`config.mk`:
```
export PLATFORM = sky130hd
export DESIGN_NAME = adc_highpass_coef_bank
export DESIGN_NICKNAME = d
export VERILOG_FILES = /design/src/hpf_coef_pkg.sv /design/src/coef_byte_reg.sv /design/src/adc_highpass_coef_bank.sv
export SDC_FILE = /design/constraint.sdc
export NUM_CORES = 1
export LEC_CHECK = 0
export BUFFER_PORTS_ARGS = -buffer_cell sky130_fd_sc_hd__buf_2
export CORE_ASPECT_RATIO = 1.75
export CORE_UTILIZATION = 40
export CTS_CLUSTER_DIAMETER = 40
export DETAILED_ROUTE_END_ITERATION = 6
export PLACE_DENSITY = 0.59
export SLEW_MARGIN = 10
export SYNTH_ARGS = -nofsm -noshare
export SYNTH_HDL_FRONTEND = slang
export SYNTH_SLANG_ARGS = --single-unit
```
`constraint.sdc`:
```
create_clock -name CORE_CLK_IN -period 2.9 [get_ports CORE_CLK_IN]
set_input_delay 0.435 -clock CORE_CLK_IN [delete_from_list [all_inputs] [get_ports CORE_CLK_IN]]
set_output_delay 0.435 -clock CORE_CLK_IN [all_outputs]
set_load 0.01 [all_outputs]
```
`src/hpf_coef_pkg.sv`:
```
// Purpose: Shared constants and types for the record-path high-pass coefficient bank
// Assumes: Byte-wide register port, page-one register numbers used as addresses
// Notes: Reset values are the power-on coefficient defaults
package hpf_coef_pkg;

	// ==========================================================
	// Register numbers within page one
	localparam logic [6:0] LEFT_NUM_FIRST_HIGH_OFS = 7'h41;
	localparam logic [6:0] LEFT_NUM_FIRST_LOW_OFS = 7'h42;
	localparam logic [6:0] LEFT_NUM_SECOND_HIGH_OFS = 7'h43;
	localparam logic [6:0] LEFT_NUM_SECOND_LOW_OFS = 7'h44;
	localparam logic [6:0] LEFT_DEN_HIGH_OFS = 7'h45;
	localparam logic [6:0] LEFT_HPF_DENOMINATOR_LOW_OFS = 7'h46;
	localparam logic [6:0] RIGHT_HPF_NUM_FIRST_HIGH_OFS = 7'h47;
	localparam logic [6:0] RIGHT_HPF_NUM_FIRST_LOW_OFS = 7'h48;
	localparam logic [6:0] RIGHT_HPF_NUM_SECOND_HIGH_OFS = 7'h49;
	localparam logic [6:0] RIGHT_HPF_NUM_SECOND_LOW_OFS = 7'h4a;
	localparam logic [6:0] RIGHT_HPF_DENOMINATOR_HIGH_OFS = 7'h4b;
	localparam logic [6:0] RIGHT_HPF_DENOMINATOR_LOW_OFS = 7'h4c;
	localparam logic [6:0] PAGE_ONE_RESERVED_TAIL_OFS = 7'h4d;
	localparam logic [6:0] PAGE_ONE_LAST_OFS = 7'h7f;
	localparam int NUM_COEF_BYTES = 12;

	// ==========================================================
	// Reset defaults, one per byte
	localparam logic [7:0] NUM_FIRST_HIGH_RST = 8'h39;
	localparam logic [7:0] NUM_FIRST_LOW_RST = 8'h55;
	localparam logic [7:0] NUM_SECOND_HIGH_RST = 8'hf3;
	localparam logic [7:0] NUM_SECOND_LOW_RST = 8'h2d;
	localparam logic [7:0] DEN_HIGH_RST = 8'h53;
	localparam logic [7:0] DEN_LOW_RST = 8'h7e;
	localparam logic [7:0] RESERVED_READ_VALUE = 8'h00;

	// ==========================================================
	// Types
	typedef logic signed [15:0] coef_t;

	typedef struct packed {
		coef_t numerator_first_coef;
		coef_t numerator_second_coef;
		coef_t denominator_coef;
	} hpf_coefs_t;

	typedef struct packed {
		logic wr_en;
		logic rd_en;
		logic [6:0] addr;
		logic [7:0] wdata;
	} reg_req_t;

endpackage

```
`src/coef_byte_reg.sv`:
```
// Purpose: One byte of coefficient storage with its own reset default
// Assumes: Single clock, asynchronous active-low reset
// Notes: Write enable comes from the decode in the bank
`timescale 1ns/1ps
module coef_byte_reg
#(
	parameter logic [7:0] RESET_VALUE = 8'h00
)
(
	// Clock and reset
	input wire logic clk_in,
	input wire logic rst_n_in,
	// Write side
	input wire logic wr_en_in,
	input wire logic [7:0] wdata_in,
	// Stored value
	output logic [7:0] value_out
);

	logic [7:0] value_d;
	logic [7:0] value_q;

	// Hold unless written
	always_comb
	begin
		value_d = value_q;
		if (wr_en_in)
		begin
			value_d = wdata_in;
		end
	end

	// Reset loads the byte default
	always_ff @(posedge clk_in or negedge rst_n_in)
	begin
		if (!rst_n_in)
		begin
			value_q <= RESET_VALUE;
		end
		else
		begin
			value_q <= value_d;
		end
	end

	assign value_out = value_q;

endmodule // coef_byte_reg

```
`src/adc_highpass_coef_bank.sv`:
```
// Purpose: Byte-wide coefficient registers for the left and right record high-pass filters
// Assumes: Register access arrives already decoded from the control bus as byte strobes
// Notes: Page selection and filter arithmetic live outside this bank
//
// Overview of operation
// - Each coefficient is an upper byte joined with a lower byte into a signed 16-bit word.
// - The left denominator lower byte at register 70 resets to 0x7e and is read/write.
// - The right first numerator resets to 0x39 upper (71) and 0x55 lower (72), read/write.
// - The right second numerator resets to 0xf3 upper (73) and 0x2d lower (74), read/write.
// - The right denominator resets to 0x53 upper (75) and 0x7e lower (76), read/write.
// - Registers 77 to 127 read as zero and the host never writes them.
// - The left first numerator resets to 0x39 upper (65) and 0x55 lower (66).
// - The left second numerator resets to 0xf3/0x2d (67/68), denominator upper to 0x53 (69).
`timescale 1ns/1ps
module adc_highpass_coef_bank
(
	// Clock and reset
	input wire logic CORE_CLK_IN,
	input wire logic RESETN_IN,
	// Register port from the control bus slave
	input wire logic REG_WR_EN_IN,
	input wire logic REG_RD_EN_IN,
	input wire logic [6:0] REG_ADDR_IN,
	input wire logic [7:0] REG_WDATA_IN,
	output logic [7:0] REG_RDATA_OUT,
	output logic REG_HIT_OUT,
	// Coefficients toward the filters
	output hpf_coef_pkg::hpf_coefs_t LEFT_COEFS_OUT,
	output hpf_coef_pkg::hpf_coefs_t RIGHT_COEFS_OUT
);

	// ==========================================================
	// Request bundle and byte table
	hpf_coef_pkg::reg_req_t req;
	logic [7:0] byte_val [hpf_coef_pkg::NUM_COEF_BYTES];
	logic [hpf_coef_pkg::NUM_COEF_BYTES-1:0] byte_wr;

	assign req.wr_en = REG_WR_EN_IN;
	assign req.rd_en = REG_RD_EN_IN;
	assign req.addr = REG_ADDR_IN;
	assign req.wdata = REG_WDATA_IN;

	// Index of a coefficient byte inside the bank, or -1 when outside it
	function automatic int byte_index(input logic [6:0] addr);
		byte_index = -1;
		if (addr >= hpf_coef_pkg::LEFT_NUM_FIRST_HIGH_OFS &&
			addr < hpf_coef_pkg::PAGE_ONE_RESERVED_TAIL_OFS)
		begin
			byte_index = int'(addr - hpf_coef_pkg::LEFT_NUM_FIRST_HIGH_OFS);
		end
	endfunction

	// Join an upper and a lower byte into one signed coefficient
	function automatic hpf_coef_pkg::coef_t join_coef(input logic [7:0] hi, input logic [7:0] lo);
		join_coef = hpf_coef_pkg::coef_t'({hi, lo});
	endfunction

	// ==========================================================
	// Storage: byte order follows register order, upper byte first
	localparam logic [7:0] RESET_TABLE [hpf_coef_pkg::NUM_COEF_BYTES] = '{
		hpf_coef_pkg::NUM_FIRST_HIGH_RST,
		hpf_coef_pkg::NUM_FIRST_LOW_RST,
		hpf_coef_pkg::NUM_SECOND_HIGH_RST,
		hpf_coef_pkg::NUM_SECOND_LOW_RST,
		hpf_coef_pkg::DEN_HIGH_RST,
		hpf_coef_pkg::DEN_LOW_RST,
		hpf_coef_pkg::NUM_FIRST_HIGH_RST,
		hpf_coef_pkg::NUM_FIRST_LOW_RST,
		hpf_coef_pkg::NUM_SECOND_HIGH_RST,
		hpf_coef_pkg::NUM_SECOND_LOW_RST,
		hpf_coef_pkg::DEN_HIGH_RST,
		hpf_coef_pkg::DEN_LOW_RST
	};

	// Write decode; the reserved tail has no storage, so stray writes there are dropped
	always_comb
	begin
		byte_wr = '0;
		if (req.wr_en && byte_index(req.addr) >= 0)
		begin
			byte_wr[byte_index(req.addr)] = 1'b1;
		end
	end

	genvar gi;
	generate
		for (gi = 0; gi < hpf_coef_pkg::NUM_COEF_BYTES; gi++)
		begin : g_byte
			coef_byte_reg #(
				.RESET_VALUE(RESET_TABLE[gi])
			) u_byte (
				.clk_in(CORE_CLK_IN),
				.rst_n_in(RESETN_IN),
				.wr_en_in(byte_wr[gi]),
				.wdata_in(req.wdata),
				.value_out(byte_val[gi])
			);
		end
	endgenerate

	// ==========================================================
	// Read path, registered so data leaves from flip-flops
	logic [7:0] rdata_d;
	logic [7:0] rdata_q;
	logic hit_d;
	logic hit_q;

	// Read mux: coefficient bytes return storage, tail returns zero
	always_comb
	begin
		rdata_d = rdata_q;
		hit_d = 1'b0;
		if (req.rd_en)
		begin
			hit_d = req.addr >= hpf_coef_pkg::LEFT_NUM_FIRST_HIGH_OFS;
			if (byte_index(req.addr) >= 0)
			begin
				rdata_d = byte_val[byte_index(req.addr)];
			end
			else
			begin
				rdata_d = hpf_coef_pkg::RESERVED_READ_VALUE;
			end
		end
	end

	// Read data register
	always_ff @(posedge CORE_CLK_IN or negedge RESETN_IN)
	begin
		if (!RESETN_IN)
		begin
			rdata_q <= 8'h00;
			hit_q <= 1'b0;
		end
		else
		begin
			rdata_q <= rdata_d;
			hit_q <= hit_d;
		end
	end

	assign REG_RDATA_OUT = rdata_q;
	assign REG_HIT_OUT = hit_q;

	// ==========================================================
	// Coefficient words to the filters, straight from storage flops
	always_comb
	begin
		LEFT_COEFS_OUT.numerator_first_coef = join_coef(byte_val[0], byte_val[1]);
		LEFT_COEFS_OUT.numerator_second_coef = join_coef(byte_val[2], byte_val[3]);
		LEFT_COEFS_OUT.denominator_coef = join_coef(byte_val[4], byte_val[5]);
		RIGHT_COEFS_OUT.numerator_first_coef = join_coef(byte_val[6], byte_val[7]);
		RIGHT_COEFS_OUT.numerator_second_coef = join_coef(byte_val[8], byte_val[9]);
		RIGHT_COEFS_OUT.denominator_coef = join_coef(byte_val[10], byte_val[11]);
	end

	// ==========================================================
	// Checks
	logic past_valid_q;
	always_ff @(posedge CORE_CLK_IN or negedge RESETN_IN)
	begin
		if (!RESETN_IN)
		begin
			past_valid_q <= 1'b0;
		end
		else
		begin
			past_valid_q <= 1'b1;
		end
	end

	// Byte that a register number names within the coefficient outputs, upper byte first
	function automatic logic [7:0] pick_byte(input hpf_coef_pkg::hpf_coefs_t l,
		input hpf_coef_pkg::hpf_coefs_t r, input logic [6:0] addr);
		logic [8*hpf_coef_pkg::NUM_COEF_BYTES-1:0] words;
		int k;
		words = {l, r};
		k = byte_index(addr);
		pick_byte = 8'h00;
		if (k >= 0)
		begin
			pick_byte = words[8*hpf_coef_pkg::NUM_COEF_BYTES-1-8*k -: 8];
		end
	endfunction

	reserved_zero_a: assert property (
		@(posedge CORE_CLK_IN) disable iff (!RESETN_IN)
		REG_RD_EN_IN && REG_ADDR_IN >= hpf_coef_pkg::PAGE_ONE_RESERVED_TAIL_OFS
		|=> REG_RDATA_OUT == 8'h00 && REG_HIT_OUT)
		else $error("reserved read not zero");

	readback_write_a: assert property (
		@(posedge CORE_CLK_IN) disable iff (!RESETN_IN)
		REG_WR_EN_IN && byte_index(REG_ADDR_IN) >= 0 ##1
		REG_RD_EN_IN && !REG_WR_EN_IN && REG_ADDR_IN == $past(REG_ADDR_IN)
		|=> REG_RDATA_OUT == $past(REG_WDATA_IN, 2))
		else $error("read back differs from write");

	left_den_rst_a: assert property (
		@(posedge CORE_CLK_IN) disable iff (!RESETN_IN)
		!past_valid_q |-> LEFT_COEFS_OUT.denominator_coef == 16'sh537e)
		else $error("left denominator default wrong");

	right_first_rst_a: assert property (
		@(posedge CORE_CLK_IN) disable iff (!RESETN_IN)
		!past_valid_q |-> RIGHT_COEFS_OUT.numerator_first_coef == 16'sh3955)
		else $error("right first numerator default wrong");

	right_second_rst_a: assert property (
		@(posedge CORE_CLK_IN) disable iff (!RESETN_IN)
		!past_valid_q |-> RIGHT_COEFS_OUT.numerator_second_coef == -16'sd3283)
		else $error("right second numerator default wrong");

	right_den_rst_a: assert property (
		@(posedge CORE_CLK_IN) disable iff (!RESETN_IN)
		!past_valid_q |-> RIGHT_COEFS_OUT.denominator_coef == 16'sh537e)
		else $error("right denominator default wrong");

	left_num_rst_a: assert property (
		@(posedge CORE_CLK_IN) disable iff (!RESETN_IN)
		!past_valid_q |-> LEFT_COEFS_OUT.numerator_first_coef == 16'sh3955 &&
		LEFT_COEFS_OUT.numerator_second_coef == 16'shf32d)
		else $error("left numerator defaults wrong");

	coef_join_a: assert property (
		@(posedge CORE_CLK_IN) disable iff (!RESETN_IN)
		REG_WR_EN_IN && REG_ADDR_IN == hpf_coef_pkg::RIGHT_HPF_DENOMINATOR_HIGH_OFS
		|=> RIGHT_COEFS_OUT.denominator_coef[15:8] == $past(REG_WDATA_IN) &&
		$stable(RIGHT_COEFS_OUT.denominator_coef[7:0]))
		else $error("upper byte not placed in coefficient");

	tail_nowrite_a: assert property (
		@(posedge CORE_CLK_IN) disable iff (!RESETN_IN)
		REG_WR_EN_IN && REG_ADDR_IN >= hpf_coef_pkg::PAGE_ONE_RESERVED_TAIL_OFS
		|=> $stable(LEFT_COEFS_OUT) && $stable(RIGHT_COEFS_OUT))
		else $error("tail write changed a coefficient");

	// ==========================================================
	// Write landing: each byte of registers 70 to 76 except 75 takes effect alone on the next edge
	// Checked against the filter outputs, so a swapped byte lane shows up here
	left_den_low_a: assert property (
		@(posedge CORE_CLK_IN) disable iff (!RESETN_IN)
		REG_WR_EN_IN && REG_ADDR_IN == hpf_coef_pkg::LEFT_HPF_DENOMINATOR_LOW_OFS
		|=> LEFT_COEFS_OUT.denominator_coef[7:0] == $past(REG_WDATA_IN))
		else $error("left denominator lower byte not written");

	right_first_high_a: assert property (
		@(posedge CORE_CLK_IN) disable iff (!RESETN_IN)
		REG_WR_EN_IN && REG_ADDR_IN == hpf_coef_pkg::RIGHT_HPF_NUM_FIRST_HIGH_OFS
		|=> RIGHT_COEFS_OUT.numerator_first_coef[15:8] == $past(REG_WDATA_IN))
		else $error("right first numerator upper byte not written");

	right_first_low_a: assert property (
		@(posedge CORE_CLK_IN) disable iff (!RESETN_IN)
		REG_WR_EN_IN && REG_ADDR_IN == hpf_coef_pkg::RIGHT_HPF_NUM_FIRST_LOW_OFS
		|=> RIGHT_COEFS_OUT.numerator_first_coef[7:0] == $past(REG_WDATA_IN))
		else $error("right first numerator lower byte not written");

	right_second_high_a: assert property (
		@(posedge CORE_CLK_IN) disable iff (!RESETN_IN)
		REG_WR_EN_IN && REG_ADDR_IN == hpf_coef_pkg::RIGHT_HPF_NUM_SECOND_HIGH_OFS
		|=> RIGHT_COEFS_OUT.numerator_second_coef[15:8] == $past(REG_WDATA_IN))
		else $error("right second numerator upper byte not written");

	right_second_low_a: assert property (
		@(posedge CORE_CLK_IN) disable iff (!RESETN_IN)
		REG_WR_EN_IN && REG_ADDR_IN == hpf_coef_pkg::RIGHT_HPF_NUM_SECOND_LOW_OFS
		|=> RIGHT_COEFS_OUT.numerator_second_coef[7:0] == $past(REG_WDATA_IN))
		else $error("right second numerator lower byte not written");

	right_den_low_a: assert property (
		@(posedge CORE_CLK_IN) disable iff (!RESETN_IN)
		REG_WR_EN_IN && REG_ADDR_IN == hpf_coef_pkg::RIGHT_HPF_DENOMINATOR_LOW_OFS
		|=> RIGHT_COEFS_OUT.denominator_coef[7:0] == $past(REG_WDATA_IN))
		else $error("right denominator lower byte not written");

	// ==========================================================
	// Read side and addresses that belong to other blocks
	read_map_a: assert property (
		@(posedge CORE_CLK_IN) disable iff (!RESETN_IN)
		REG_RD_EN_IN && byte_index(REG_ADDR_IN) >= 0 |=> REG_HIT_OUT &&
		REG_RDATA_OUT == $past(pick_byte(LEFT_COEFS_OUT, RIGHT_COEFS_OUT, REG_ADDR_IN)))
		else $error("read byte differs from coefficient output");

	hit_idle_a: assert property (
		@(posedge CORE_CLK_IN) disable iff (!RESETN_IN)
		!REG_RD_EN_IN |=> !REG_HIT_OUT)
		else $error("hit raised without a read");

	rdata_hold_a: assert property (
		@(posedge CORE_CLK_IN) disable iff (!RESETN_IN)
		!REG_RD_EN_IN |=> $stable(REG_RDATA_OUT))
		else $error("read data moved without a read");

	foreign_read_a: assert property (
		@(posedge CORE_CLK_IN) disable iff (!RESETN_IN)
		REG_RD_EN_IN && REG_ADDR_IN < hpf_coef_pkg::LEFT_NUM_FIRST_HIGH_OFS
		|=> REG_RDATA_OUT == hpf_coef_pkg::RESERVED_READ_VALUE && !REG_HIT_OUT)
		else $error("foreign read not zero or hit");

	foreign_nowrite_a: assert property (
		@(posedge CORE_CLK_IN) disable iff (!RESETN_IN)
		REG_WR_EN_IN && REG_ADDR_IN < hpf_coef_pkg::LEFT_NUM_FIRST_HIGH_OFS
		|=> $stable(LEFT_COEFS_OUT) && $stable(RIGHT_COEFS_OUT))
		else $error("foreign write changed a coefficient");

endmodule // adc_highpass_coef_bank

```
==> impl_results.md <==
- DR pass1 iterations: 5
- Outcome: finished, final reports clean
- Vias in the first global route: 4,067
- IO Port Bufs: 123
- Max stage delay cell, worst path: or4b_1
- Gpl congestion: 0.9250
- CP startpoint kind: primary input
- Clock Sinks: 105
- Remaining DRCs: 0
- Postcts setup bufs: 0
- CP Cell Sequence: buf_2, inv_1, ha_1, or4b_1, buf_4, nand3_1, nand2b_1, o22ai_1, o21ai_0, a32o_1
- Layout cells sized above 1: 59.27%
- Finished Layout Cells: 713
- Mapped Cells: 410
- Die height: 152.0 um
- Synth unique cells: 46
- Post-synthesis mux area share: 26.27%
- Sequential fraction of the synthesis area: 52.44%
- Layout Skew: 0.006330 ns
- Core region area: 12,500 um2
- Initial Util: 41.15%
- Hold WS: 0.1146 ns
- DR vias: 3,855
- Post-synth ARST share: 100.0%
- Post-route ant nets: 0
- # setup viols final: 0
- Syn-to-layout area delta: 23.35%
- Synthesized flop and latch total: 105
- Main combinational cell family by area after synthesis: multiplexers
- Crit Path Category: in2reg
- Yosys top cell area share: 28.61%
- NumNets Final: 561
- Buf+Inv Stages, Crit Path: 3
- Adder-cell share of the synthesized area: 0.4865%
- Cell taking the most area after synthesis: dfstp_2
- Final hold vios: 0
- Total Routed Length: 15.39 mm
- Simple-gate portion of the synthesized area: 7.565%
- CP required: 3.19 ns
- Die ar.: 13,330 um2
- RSZ-0062 raised after global routing: no
- Antenna violations before repair: 0
- Num CTS Buffers: 9
- Vias per inst: 5.407
- Largest cells by area after synthesis: dfstp_2, dfrtp_1, mux2_2
- Met3 Resource Use GR: 3.748%
- Detailed Place HPWL: 11.59 mm
- Clock Tree Buf Depth: 2
- Syn Nets: 431
- CP top delay family: simple AND/OR/NAND/NOR gates
- Synth warnings: 0
- Max-cap violation count: 0
- Io pins: 124
- Synth Flop Type: dfstp_2
- Compound-Gate Fraction of Synth Area: 9.973%
- FMAX: 389.6 MHz
- GRT Max-Usage Layer: met2
- Avg Inst Size Synth: 12.55 um2
- Setup TNS: 0 ns
- Total GRT Usage: 24.16%
- Fill count: 1,170
- Die X: 87.72 um
- Leak pwr: 3.118 nW
- Ant diodes: 0
- Hold Crit Class: in2async
- Slowest cell delay on critical path: 0.50 ns
- H-Tree Depth: 3
- Largest net degree at the start of global routing: 56
- Worst r2r path cells: 5
- Critical R2R Capture: REG_RDATA_OUT[4]$_DFFE_PN0P_
- Initial drt markers: 121
- WL/cell: 21.58 um
- Core Rows: 54
- Worst-margin pin slew: 0.6798 ns
- Worst R2R Start: g_byte[9].u_byte.value_out[4]$_DFFE_PN0P_
- Slew headroom: 54.35%
- Clock slew at reported path FFs: 0.07 ns
- Worst EP arrival: 2.86 ns
- Placed Cells: 697
- First-pass GRT wire length: 23.71 mm
- Worst skew pair latency: 0.35 ns
- Critical path peak fanout: 9
- Max VDD drop: 0.0002828 V
- PD cells: 454.7 nW/um2
- Met2 Use GR: 43.52%
- Fin crit share: 88.52%
- R2R setup slack: 1.43 ns
- Xor/xnor share of the synthesized area: 0.5108%
- TritonCTS clock tree: yes
- CP endpoint kind: flop
- Cts hold-fix bufs: 0
- Synth Cell Area: 5144 um2
- Root buffer cell: clkbuf_16
- GR Layer Usage met1: 27.22%
- Resize count post-CTS: 0
- Post-synth EDFFs: 0
- Final Core Density: 50.76%
- Final Max Slew Viols: 0
- GR Overflow Total: 0
- Final min period: 2.567 ns
worst reg2reg max path, stage by stage, from the launching register on:
cell,delay [ns]
dfrtp_1,0.41
mux2_2,0.27
a22o_1,0.18
a21oi_1,0.13
o2bb2ai_1,0.11
a32o_1,0.25
logic make-up after synthesis:
group / count (synthesis)
xor gates and xnor gates: 3
adders and majority gates: 2
buffers and inverters: 33
DFF: 105
muxes: 121
AOI/OAI and AO/OA: 75
and+or+nand+nor: 71
sequential cells by signal, summed over array words and instances (netlist names):
signal                   count
REG_HIT_OUT                  1
REG_RDATA_OUT                8
g_byte.u_byte.value_out     96
layer usage:
metal	routed length (um)	vias to the layer above
li1	-	1758
met1	5858	1951
met2	8497	114
met3	519	32
met4	512	0
met5	0	-
worst max-delay path by stage:
stage	start	to	slack [ns]	depth (start not counted)
floorplan	REG_ADDR_IN[0]	g_byte[0].u_byte.value_out[1]$_DFFE_PN0P_	0.35	10
global placement	REG_ADDR_IN[0]	REG_RDATA_OUT[7]$_DFFE_PN0P_	0.08	11
detailed placement	REG_ADDR_IN[0]	REG_RDATA_OUT[7]$_DFFE_PN0P_	0.02	11
CTS	REG_ADDR_IN[0]	REG_RDATA_OUT[7]$_DFFE_PN0P_	0.39	11
global route	REG_ADDR_IN[0]	REG_RDATA_OUT[7]$_DFFE_PN0P_	0.21	11
finish	REG_ADDR_IN[0]	REG_RDATA_OUT[7]$_DFFE_PN0P_	0.33	10
cell type report:
class | instances | area (um2) | area share [%]
Multi-Input combinational cell | 272 | 2305 | 36.32
Clock inverter | 5 | 40.04 | 0.6310
Tap cell | 168 | 210.2 | 3.313
Timing Repair Buffer | 149 | 838.3 | 13.21
Inverter | 3 | 11.26 | 0.1775
Clock buffer | 11 | 242.7 | 3.826
Sequential cell | 105 | 2698 | 42.52
placed cells by master (no fill, tap or decap), drive strengths merged, types with 8 or more instances in the layout:
cell | Yosys | final
a21oi | 8 | 8
buf | 14 | 149
clkbuf | 16 | 11
dfrtp | 49 | 49
dfstp | 56 | 56
mux2 | 112 | 112
mux2i | 9 | 9
nand2 | 17 | 17
nor2 | 17 | 17
nor3 | 11 | 11
o21ai | 27 | 27
o22ai | 8 | 8
o2bb2ai | 8 | 8
through the flow:
step,power [mW],area [um2],worst slack (ns)
2_1_floorplan,1.615,5144,0.3472
3_3_place_gp,1.732,6062,0.07620
3_5_place_dp,1.735,6062,0.02422
4_1_cts,2.907,6345,0.3889
5_1_grt,2.989,6345,0.2114
6_report,2.885,6345,0.3330
cell usage after synthesis, types with 2 or more instances:
| cell type | number |
|---|---|
| xnor2_1 | 2 |
| buf_2 | 8 |
| dfstp_2 | 56 |
| ha_1 | 2 |
| o21ai_0 | 27 |
| mux2_1 | 17 |
| inv_1 | 3 |
| nor2_1 | 14 |
| a21oi_1 | 8 |
| a32oi_1 | 2 |
| o21a_1 | 2 |
| nand2_1 | 17 |
| nand3_1 | 3 |
| nor2b_1 | 7 |
| a32o_1 | 7 |
| buf_4 | 2 |
| o2bb2ai_1 | 8 |
| nor4_1 | 2 |
| a22oi_1 | 2 |
| nor3b_1 | 2 |
| clkbuf_1 | 16 |
| buf_1 | 4 |
| and3_1 | 2 |
| o22ai_1 | 8 |
| nor2_2 | 2 |
| nor3_1 | 11 |
| a22o_1 | 7 |
| dfrtp_1 | 49 |
| mux2i_1 | 9 |
| mux2_2 | 95 |
report_power, final:
part | total (mW) | switching, mW | internal, mW
Combinational | 0.223 | 0.152 | 0.0701
Clock | 1.18 | 0.564 | 0.613
Sequential | 1.49 | 0.00686 | 1.48
Note: power is estimated with default switching activity, not from simulation.
